--- src/port_flags_pkg.sv ---
// Constants, register map and timing for the root port change flags block
package port_flags_pkg;

	// ****************************************************
	// Register offsets
	// ****************************************************
	localparam logic [7:0]  OFF_PORT_STATUS = 8'h00;
	localparam logic [7:0]  OFF_IRQ_STATUS  = 8'h04;
	localparam logic [7:0]  OFF_IRQ_MASK    = 8'h08;
	localparam logic [7:0]  OFF_CONTROL     = 8'h0C;

	// ****************************************************
	// Field positions
	// ****************************************************
	localparam int BIT_RESET_DONE   = 20;
	localparam int BIT_OC_CHANGE    = 19;
	localparam int BIT_RESUME_DONE  = 18;
	localparam int BIT_ENABLE_CHG   = 17;
	localparam int BIT_CONNECT_CHG  = 16;
	localparam int BIT_RESET_ACTIVE = 4;
	localparam int BIT_OC_INDICATOR = 3;
	localparam int BIT_SUSPEND      = 2;
	localparam int BIT_PORT_ENABLED = 1;
	localparam int BIT_CCS          = 0;
	localparam int EV_ENABLE        = 0;
	localparam int EV_RESUME        = 1;
	localparam int EV_OC            = 2;
	localparam int EV_RESET         = 3;
	localparam int CTL_PER_PORT_OC  = 0;
	localparam int CTL_START_RESET  = 1;
	localparam int CTL_START_RESUME = 2;

	// ****************************************************
	// Reset values
	// ****************************************************
	localparam logic [3:0]  EV_RESET_VAL    = 4'h0;
	localparam logic [3:0]  MASK_RESET_VAL  = 4'h0;
	localparam logic [31:0] RDATA_RESET_VAL = 32'h0000_0000;

	// ****************************************************
	// Timing
	// ****************************************************
	localparam int CLK_PERIOD_NS    = 50;
	localparam int RESET_TIME_NS    = 10000000;
	localparam int RESUME_TIME_NS   = 20000000;
	localparam int EOP_TIME_NS      = 1334;
	localparam int RESYNC_TIME_NS   = 3000000;
	localparam logic [19:0] RESET_CYC  = 20'((RESET_TIME_NS + CLK_PERIOD_NS - 1) / CLK_PERIOD_NS);
	localparam logic [19:0] RESUME_CYC = 20'((RESUME_TIME_NS + CLK_PERIOD_NS - 1) / CLK_PERIOD_NS);
	localparam logic [19:0] EOP_CYC    = 20'((EOP_TIME_NS + CLK_PERIOD_NS - 1) / CLK_PERIOD_NS);
	localparam logic [19:0] RESYNC_CYC = 20'((RESYNC_TIME_NS + CLK_PERIOD_NS - 1) / CLK_PERIOD_NS);

	// ****************************************************
	// Resume sequencer states, Gray along the path
	// ****************************************************
	typedef enum logic [1:0] {
		ST_IDLE   = 2'h0,
		ST_DRIVE  = 2'h1,
		ST_EOP    = 2'h3,
		ST_RESYNC = 2'h2
	} resume_state_t;

endpackage

--- src/change_flag.sv ---
// One sticky change flag with write-one-to-clear and set priority
`timescale 1ns/100ps
module change_flag
	import port_flags_pkg::*;
(
	// Clock and reset
	input  wire logic core_clk,
	input  wire logic nrst,
	input  wire logic ce,
	// Flag control
	input  wire logic set_evt,
	input  wire logic clr_req,
	output logic      flag_ff
);

	always_ff @(posedge core_clk or negedge nrst) begin
		if (!nrst) begin
			flag_ff <= 1'b0;
		end else if (ce) begin
			if (set_evt) begin
				flag_ff <= 1'b1;
			end else if (clr_req) begin
				flag_ff <= 1'b0;
			end
		end
	end

endmodule // change_flag

--- src/interval_timer.sv ---
// Down counter that times one interval and pulses at its end
`timescale 1ns/100ps
module interval_timer
	import port_flags_pkg::*;
(
	// Clock and reset
	input  wire logic        core_clk,
	input  wire logic        nrst,
	input  wire logic        ce,
	// Control
	input  wire logic        start,
	input  wire logic [19:0] load,
	input  wire logic        abort,
	// Status
	output logic             busy_ff,
	output logic             done_ff
);

	logic [19:0] cnt_ff;

	always_ff @(posedge core_clk or negedge nrst) begin
		if (!nrst) begin
			cnt_ff  <= 20'h00000;
			busy_ff <= 1'b0;
			done_ff <= 1'b0;
		end else if (ce) begin
			done_ff <= 1'b0;
			if (abort) begin
				busy_ff <= 1'b0;
			end else if (start) begin
				cnt_ff  <= load;
				busy_ff <= 1'b1;
			end else if (busy_ff) begin
				if (cnt_ff <= 20'h00001) begin
					busy_ff <= 1'b0;
					done_ff <= 1'b1;
				end else begin
					cnt_ff <= cnt_ff - 20'h00001;
				end
			end
		end
	end

endmodule // interval_timer

--- src/root_port_change_flags.sv ---
// Root port status register with change flags, port timers and interrupt
`timescale 1ns/100ps
module root_port_change_flags
	import port_flags_pkg::*;
#(
	parameter logic [19:0] RESET_CYCLES  = RESET_CYC,
	parameter logic [19:0] RESUME_CYCLES = RESUME_CYC,
	parameter logic [19:0] RESYNC_CYCLES = RESYNC_CYC
)(
	// Clock, reset and enable
	input  wire logic        core_clk,
	input  wire logic        nrst,
	input  wire logic        ce,
	// Register port
	input  wire logic [7:0]  addr,
	input  wire logic [31:0] wdata,
	input  wire logic        wr,
	input  wire logic        rd,
	output logic [31:0]      rdata_ff,
	// Port state inputs
	input  wire logic        connect_status,
	input  wire logic        port_enabled_status,
	input  wire logic        port_overcurrent_indicator,
	input  wire logic        enable_hw_clear,
	// Port signalling outputs
	output logic             reset_drive_ff,
	output logic             resume_drive_ff,
	output logic             eop_drive_ff,
	// Interrupt
	output logic             irq_ff
);

	// ****************************************************
	// Declarations
	// ****************************************************
	logic          reset_done_flag;
	logic          overcurrent_change_flag;
	logic          resume_done_flag;
	logic          enable_change_flag;
	logic          per_port_oc_ff;
	logic          oc_ind_q_ff;
	logic [3:0]    ev_status_ff;
	logic [3:0]    ev_mask_ff;
	resume_state_t res_state_ff;
	resume_state_t nxt_res_state;
	logic          rst_start;
	logic          rst_busy;
	logic          rst_done;
	logic          res_start;
	logic [19:0]   res_load;
	logic          res_busy;
	logic          res_done;
	logic          resume_event;
	logic          oc_event;
	logic          wr_port;
	logic          wr_ctl;
	logic [3:0]    events;
	logic [3:0]    ev_clear;
	logic [31:0]   port_word;

	// ****************************************************
	// Decode
	// ****************************************************
	function automatic logic hit(input logic [7:0] a, input logic [7:0] off);
		hit = (a == off);
	endfunction

	assign wr_port = wr && hit(addr, OFF_PORT_STATUS);
	assign wr_ctl  = wr && hit(addr, OFF_CONTROL);

	// ****************************************************
	// Control register
	// ****************************************************
	always_ff @(posedge core_clk or negedge nrst) begin
		if (!nrst) begin
			per_port_oc_ff <= 1'b0;
		end else if (ce && wr_ctl) begin
			per_port_oc_ff <= wdata[CTL_PER_PORT_OC];
		end
	end

	// ****************************************************
	// Port reset timing
	// ****************************************************
	assign rst_start = wr_ctl && wdata[CTL_START_RESET] && !rst_busy && (res_state_ff == ST_IDLE);

	interval_timer u_reset_timer (
		.core_clk (core_clk),
		.nrst     (nrst),
		.ce       (ce),
		.start    (rst_start),
		.load     (RESET_CYCLES),
		.abort    (1'b0),
		.busy_ff  (rst_busy),
		.done_ff  (rst_done)
	);

	always_ff @(posedge core_clk or negedge nrst) begin
		if (!nrst) begin
			reset_drive_ff <= 1'b0;
		end else if (ce) begin
			reset_drive_ff <= rst_start || (rst_busy && !(rst_done));
		end
	end

	// ****************************************************
	// Resume sequencer
	// ****************************************************
	always_comb begin
		nxt_res_state = res_state_ff;
		res_start     = 1'b0;
		res_load      = RESUME_CYCLES;
		case (res_state_ff)
			ST_IDLE: begin
				if (wr_ctl && wdata[CTL_START_RESUME] && !rst_busy && !wdata[CTL_START_RESET]) begin
					nxt_res_state = ST_DRIVE;
					res_start     = 1'b1;
					res_load      = RESUME_CYCLES;
				end
			end
			ST_DRIVE: begin
				if (res_done) begin
					nxt_res_state = ST_EOP;
					res_start     = 1'b1;
					res_load      = EOP_CYC;
				end
			end
			ST_EOP: begin
				if (res_done) begin
					nxt_res_state = ST_RESYNC;
					res_start     = 1'b1;
					res_load      = RESYNC_CYCLES;
				end
			end
			ST_RESYNC: begin
				if (res_done) begin
					nxt_res_state = ST_IDLE;
				end
			end
			default: begin
				nxt_res_state = ST_IDLE;
			end
		endcase
	end

	interval_timer u_resume_timer (
		.core_clk (core_clk),
		.nrst     (nrst),
		.ce       (ce),
		.start    (res_start),
		.load     (res_load),
		.abort    (1'b0),
		.busy_ff  (res_busy),
		.done_ff  (res_done)
	);

	always_ff @(posedge core_clk or negedge nrst) begin
		if (!nrst) begin
			res_state_ff <= ST_IDLE;
		end else if (ce) begin
			res_state_ff <= nxt_res_state;
		end
	end

	always_ff @(posedge core_clk or negedge nrst) begin
		if (!nrst) begin
			resume_drive_ff <= 1'b0;
			eop_drive_ff    <= 1'b0;
		end else if (ce) begin
			resume_drive_ff <= (nxt_res_state == ST_DRIVE);
			eop_drive_ff    <= (nxt_res_state == ST_EOP);
		end
	end

	assign resume_event = res_done && (res_state_ff == ST_RESYNC);

	// ****************************************************
	// Overcurrent change detect
	// ****************************************************
	always_ff @(posedge core_clk or negedge nrst) begin
		if (!nrst) begin
			oc_ind_q_ff <= 1'b0;
		end else if (ce) begin
			oc_ind_q_ff <= port_overcurrent_indicator;
		end
	end

	// Only per-port reporting gives the flag meaning
	assign oc_event = per_port_oc_ff && (port_overcurrent_indicator != oc_ind_q_ff);

	// ****************************************************
	// Change flags
	// ****************************************************
	change_flag u_reset_done (
		.core_clk (core_clk),
		.nrst     (nrst),
		.ce       (ce),
		.set_evt  (rst_done),
		.clr_req  (wr_port && wdata[BIT_RESET_DONE]),
		.flag_ff  (reset_done_flag)
	);

	change_flag u_oc_change (
		.core_clk (core_clk),
		.nrst     (nrst),
		.ce       (ce),
		.set_evt  (oc_event),
		.clr_req  (wr_port && wdata[BIT_OC_CHANGE]),
		.flag_ff  (overcurrent_change_flag)
	);

	change_flag u_resume_done (
		.core_clk (core_clk),
		.nrst     (nrst),
		.ce       (ce),
		.set_evt  (resume_event),
		.clr_req  ((wr_port && wdata[BIT_RESUME_DONE]) || rst_done),
		.flag_ff  (resume_done_flag)
	);

	change_flag u_enable_change (
		.core_clk (core_clk),
		.nrst     (nrst),
		.ce       (ce),
		.set_evt  (enable_hw_clear),
		.clr_req  (wr_port && wdata[BIT_ENABLE_CHG]),
		.flag_ff  (enable_change_flag)
	);

	// ****************************************************
	// Interrupt status and mask
	// ****************************************************
	assign events   = {rst_done, oc_event, resume_event, enable_hw_clear};
	assign ev_clear = (rd && hit(addr, OFF_IRQ_STATUS)) ? 4'hF : 4'h0;

	always_ff @(posedge core_clk or negedge nrst) begin
		if (!nrst) begin
			ev_status_ff <= EV_RESET_VAL;
		end else if (ce) begin
			ev_status_ff <= events | (ev_status_ff & ~ev_clear);
		end
	end

	always_ff @(posedge core_clk or negedge nrst) begin
		if (!nrst) begin
			ev_mask_ff <= MASK_RESET_VAL;
		end else if (ce && wr && hit(addr, OFF_IRQ_MASK)) begin
			ev_mask_ff <= wdata[3:0];
		end
	end

	always_ff @(posedge core_clk or negedge nrst) begin
		if (!nrst) begin
			irq_ff <= 1'b0;
		end else if (ce) begin
			irq_ff <= |((events | (ev_status_ff & ~ev_clear)) & ev_mask_ff);
		end
	end

	// ****************************************************
	// Read data
	// ****************************************************
	always_comb begin
		port_word                   = 32'h0000_0000;
		port_word[BIT_RESET_DONE]   = reset_done_flag;
		port_word[BIT_OC_CHANGE]    = overcurrent_change_flag;
		port_word[BIT_RESUME_DONE]  = resume_done_flag;
		port_word[BIT_ENABLE_CHG]   = enable_change_flag;
		port_word[BIT_RESET_ACTIVE] = rst_busy;
		port_word[BIT_OC_INDICATOR] = port_overcurrent_indicator;
		port_word[BIT_SUSPEND]      = (res_state_ff != ST_IDLE);
		port_word[BIT_PORT_ENABLED] = port_enabled_status;
		port_word[BIT_CCS]          = connect_status;
	end

	always_ff @(posedge core_clk or negedge nrst) begin
		if (!nrst) begin
			rdata_ff <= RDATA_RESET_VAL;
		end else if (ce) begin
			rdata_ff <= RDATA_RESET_VAL;
			if (rd) begin
				case (addr)
					OFF_PORT_STATUS: rdata_ff <= port_word;
					OFF_IRQ_STATUS:  rdata_ff <= {28'h0000000, ev_status_ff};
					OFF_IRQ_MASK:    rdata_ff <= {28'h0000000, ev_mask_ff};
					OFF_CONTROL:     rdata_ff <= {31'h00000000, per_port_oc_ff};
					default:         rdata_ff <= RDATA_RESET_VAL;
				endcase
			end
		end
	end
endmodule // root_port_change_flags

--- config.mk ---
export PLATFORM = sky130hd
export DESIGN_NAME = root_port_change_flags
export DESIGN_NICKNAME = d
export VERILOG_FILES = /design/src/port_flags_pkg.sv /design/src/change_flag.sv /design/src/interval_timer.sv /design/src/root_port_change_flags.sv
export SDC_FILE = /design/constraint.sdc
export NUM_CORES = 1
export LEC_CHECK = 0
export ABC_CLOCK_PERIOD_IN_PS = 2300
export BUFFER_PORTS_ARGS = -buffer_cell sky130_fd_sc_hd__buf_2
export CAP_MARGIN = 20
export CELL_PAD_IN_SITES_DETAIL_PLACEMENT = 1
export CELL_PAD_IN_SITES_GLOBAL_PLACEMENT = 2
export CORE_MARGIN = 4
export CORE_UTILIZATION = 31
export DETAILED_ROUTE_END_ITERATION = 8
export PLACE_DENSITY = 0.73
export RECOVER_POWER = 100
export SYNTH_ARGS = -nofsm -noshare
export SYNTH_HDL_FRONTEND = slang
export SYNTH_SLANG_ARGS = --single-unit
--- constraint.sdc ---
create_clock -name core_clk -period 2.3 [get_ports core_clk]
set_input_delay 0.23 -clock core_clk [delete_from_list [all_inputs] [get_ports core_clk]]
set_output_delay 0.23 -clock core_clk [all_outputs]
set_load 0.05 [all_outputs]
==> run_results.csv <==
group,metric,value,unit
floorplan,die-area,15500,um^2
pwr,power_leakage,2.34,nW
logic_synthesis,avgSynthCellArea,9.49,um^2
sta,min_period,2.37,ns
logic_synthesis,syn_area,4220,um^2
floorplan,rows,42,
global_route,use_met3,0.0356,
job,cap_violations,0,
logic_synthesis,syn_inst,445,
clocking,clkTransAtPathRegs,0.06,ns
pwr,vdd_ir_drop_max,514,uV
sta,tns,-0.474,ns
global_route,grt_pass1_wl,21400,um
global_route,grtUsageMet1,0.230,
sta,fin_crit_sh,1.03,
global_route,grt_max_degree,45,
min_path,hold_class,"primary input to flop",
setup_path,cp_top_family,"simple AND/OR/NAND/NOR gates",
setup_path,r2r_start,"u_resume_timer.cnt_ff[14]$_DFFE_PN0P_",
logic_synthesis,ys_warn_count,0,
drt,drcViolationCount,0,
drt,wirelength,13200,um
sta,fmax,0.422,GHz
clocking,clk_latency,0.35,ns
sta,fin_ws,-0.0711,ns
sta,setup_viol,14,
pwr,p_switching,1.21,mW
sta,clock_skew,0.00620,ns
cells_and_area,diodes,0,
status,status,"finished with violations",
drt,num_vias,3812,
pwr,pwr-share-seq,0.371,
cells_and_area,utilization,0.392,
setup_path,cpPeakStageDelay,0.55,ns
setup_path,critical_path_buf_inv_count,0,
setup_path,start_kind,"flop",
drt,wl_per_cell,18.8,um
floorplan,io_pins,85,
clocking,clkSinkCount,73,
cells_and_area,layout-drive-gt1-share,0.213,
cells_and_area,multi_input_area,2180,um^2
clocking,cts_tree,"yes",
cells_and_area,finalNetCount,578,
placement,gp_congestion,0.841,
setup_path,cp_common_cell,"or4_4",
logic_synthesis,synth_area_leaders,"dfrtp_1, buf_4, nand2_1",
pwr,p_comb_frac,0.237,
sta,slew_violations,0,
min_path,worstHoldStart,"wdata[3]",
clocking,h-tree-depth,3,
floorplan,fp.dieW,125,um
global_route,grt.busiest_layer,"met2",
floorplan,core_area,13300,um^2
drt,vias_per_cell,5.40,
drt,antenna_left,0,
logic_synthesis,async_flop_share,1.00,
pwr,p_int,2.82,mW
global_route,grtUsageMet2,0.277,
sta,worstMarginPinSlew,1.07,ns
logic_synthesis,ys_types,66,
setup_path,slowest_stage,"or4_4",
sta,rsz0062_at_grt,"true",
drt,drtIter0Drc,205,
logic_synthesis,synth_top_area_cell,"dfrtp_1",
clocking,clockBufferDepth,2,
setup_path,required,2.53,ns
global_route,antenna_found_initial,0,
clocking,clock-root-buffer,"clkbuf_16",
cells_and_area,area_growth_syn_to_layout,23.6,%
pwr,p_total,4.03,mW
sta,hold_viol_final,0,
setup_path,cp-end-kind,"flop",
cells_and_area,num-fill-cells,1541,
global_route,grt_usage,0.171,
setup_path,crit_chain,"or4_4, or4_4, o311ai_4, nand2_2, a221o_1",
placement,hpwl,9490,um
cells_and_area,ff_latch_area,1830,um^2
floorplan,die_h,125,um
placement,port_buffers,37,
sta,maxSlewHeadroom,0.285,
pwr,p_clk_frac,0.392,
placement,postPlaceCellArea,4890,um^2
global_route,gr-total-overflow,0,
pwr,swShare,0.301,
drt,dr.pass1.iters,4,
floorplan,start_util,0.318,
global_route,grt_pass1_vias,4012,
placement,place_inst,687,
logic_synthesis,synth_edf_count,0,
cells_and_area,instances_no_fill,706,
logic_synthesis,yosys_most_used_dff,"dfrtp_1",
setup_path,path_max_fanout,5,
logic_synthesis,yosys.area.top_type_share,0.433,
logic_synthesis,yosysSeqAreaShare,0.433,
cells_and_area,design_area,5220,um^2
setup_path,critical_path_class,"flop to flop",
setup_path,cp-startpoint,"u_resume_timer.cnt_ff[14]$_DFFE_PN0P_",
clocking,cts-buffers-inserted,9,
pwr,power_density,772,nW/um^2
logic_synthesis,synth_seq_cells,73,
setup_path,crit_arrival,2.60,ns
status,violations,"setup timing",
[registers in the layout, summed over array words and instances (netlist names), 2 cells and up]
| register | cells |
|---|---|
| u_reset_timer.cnt_ff | 20 |
| u_resume_timer.cnt_ff | 20 |
| rdata_ff | 9 |
| res_state_ff | 2 |
| ev_mask_ff | 4 |
| ev_status_ff | 4 |
[cell type report]
type                    count  area share
flip-flops and latches     73       0.350
clock inverters             4      0.0144
well taps                 176      0.0422
repair buffers             92       0.110
inverters                  21      0.0151
multi-input cells         328       0.419
clock buffers              12      0.0492
[worst paths after layout]
check	to	slack [ns]	cells past startpoint
worst min-delay path	ev_mask_ff[3]$_DFFE_PN0P_	0.13	2
min in group asynchronous	u_reset_timer.cnt_ff[13]$_DFFE_PN0P_	0.62	2
max in group asynchronous	u_resume_timer.cnt_ff[1]$_DFFE_PN0P_	0.48	3
worst max register to register	u_resume_timer.cnt_ff[4]$_DFFE_PN0P_	-0.07	5
worst min register to register	u_reset_timer.cnt_ff[12]$_DFFE_PN0P_	0.49	1
worst max-delay path	u_resume_timer.cnt_ff[4]$_DFFE_PN0P_	-0.07	5
[layer usage]
| metal | share of wire | vias up |
|---|---|---|
| met3 | 0.029 | 11 |
| met5 | 0 | - |
| met2 | 0.48 | 57 |
| li1 | - | 1786 |
| met4 | 0.011 | 0 |
| met1 | 0.48 | 1958 |
[cells in the mapped netlist (all sizes together) (3+ instances only)]
cell type  instances
a211o              3
a211oi             3
a21oi             14
a22o              12
a22oi              3
a31oi              5
a32o               3
and3               4
and4               4
and4b              3
buf               28
clkbuf            17
dfrtp             73
ha                 4
inv               21
mux2               6
mux2i             12
nand2             34
nand2b             4
nand3             13
nand4             11
nor2              30
nor2b              4
nor3              15
nor4              12
nor4b              3
o211ai             5
o21ai             22
o221ai             6
o22ai              3
o2bb2ai            9
o311ai             4
o31ai              3
o41ai              3
or2                3
or3                7
or4                9
xnor2              6
xor2               3
[per-stage QoR]
step	hold slack, ns	setup WS, ns
after CTS	0.117	-0.0582
after detailed placement	0.271	-0.122
final	0.127	-0.0711
after floorplan	-0.0656	-0.0830
after global routing	0.130	-0.152
after global placement	0.262	-0.0870
[power by group through the flow]
stage,logic [mW],registers [mW],clock network (mW)
4_1_cts,0.954,1.49,1.62
5_1_grt,1.04,1.52,1.67
3_3_place_gp,0.892,1.50,0
6_report,0.955,1.50,1.58
2_1_floorplan,0.535,1.52,0
3_5_place_dp,0.916,1.52,0
[cells by family (layout without fill, tap and decap cells)]
group	Yosys count	in the layout	synth area share
adder cells (fa/ha/maj)	4	4	0.0119
buffers and inverters	66	129	0.0797
AO/OA/AOI/OAI	109	109	0.190
other	1	23	0.000888
AND/OR/NAND/NOR	164	164	0.217
flip-flops	73	73	0.433
XOR/XNOR	9	9	0.0187
multiplexers	19	19	0.0498
[what timing repair did]
item                                    CTS  global route
endpoints found under the setup margin   20            25
gates resized for setup                  10             6
pin swaps                                 3             4
gates cloned                              0             0
buffers inserted                          2             0
hold buffers                              1             0
endpoints found under the hold margin    40             0
[cells in the final DEF, fill, tap and decap left out, types with 4 or more instances in the layout]
cell type,instances
buf_2,23
and3_1,4
inv_1,21
o2bb2ai_1,9
conb_1,23
a31oi_1,5
nand4_1,11
nand2_1,33
or3_1,6
nand3_1,13
a21oi_1,11
clkbuf_1,22
or4_1,6
a22o_1,12
nor3_1,15
ha_1,4
buf_4,40
nor4_1,11
nand2b_1,4
nor2b_1,4
and4_1,4
nor2_1,30
o211ai_1,5
o21ai_0,17
xnor2_1,6
mux2i_1,12
mux2_2,6
clkbuf_16,9
o221ai_1,6
dfrtp_1,73
(Power assumes the default switching activity.)
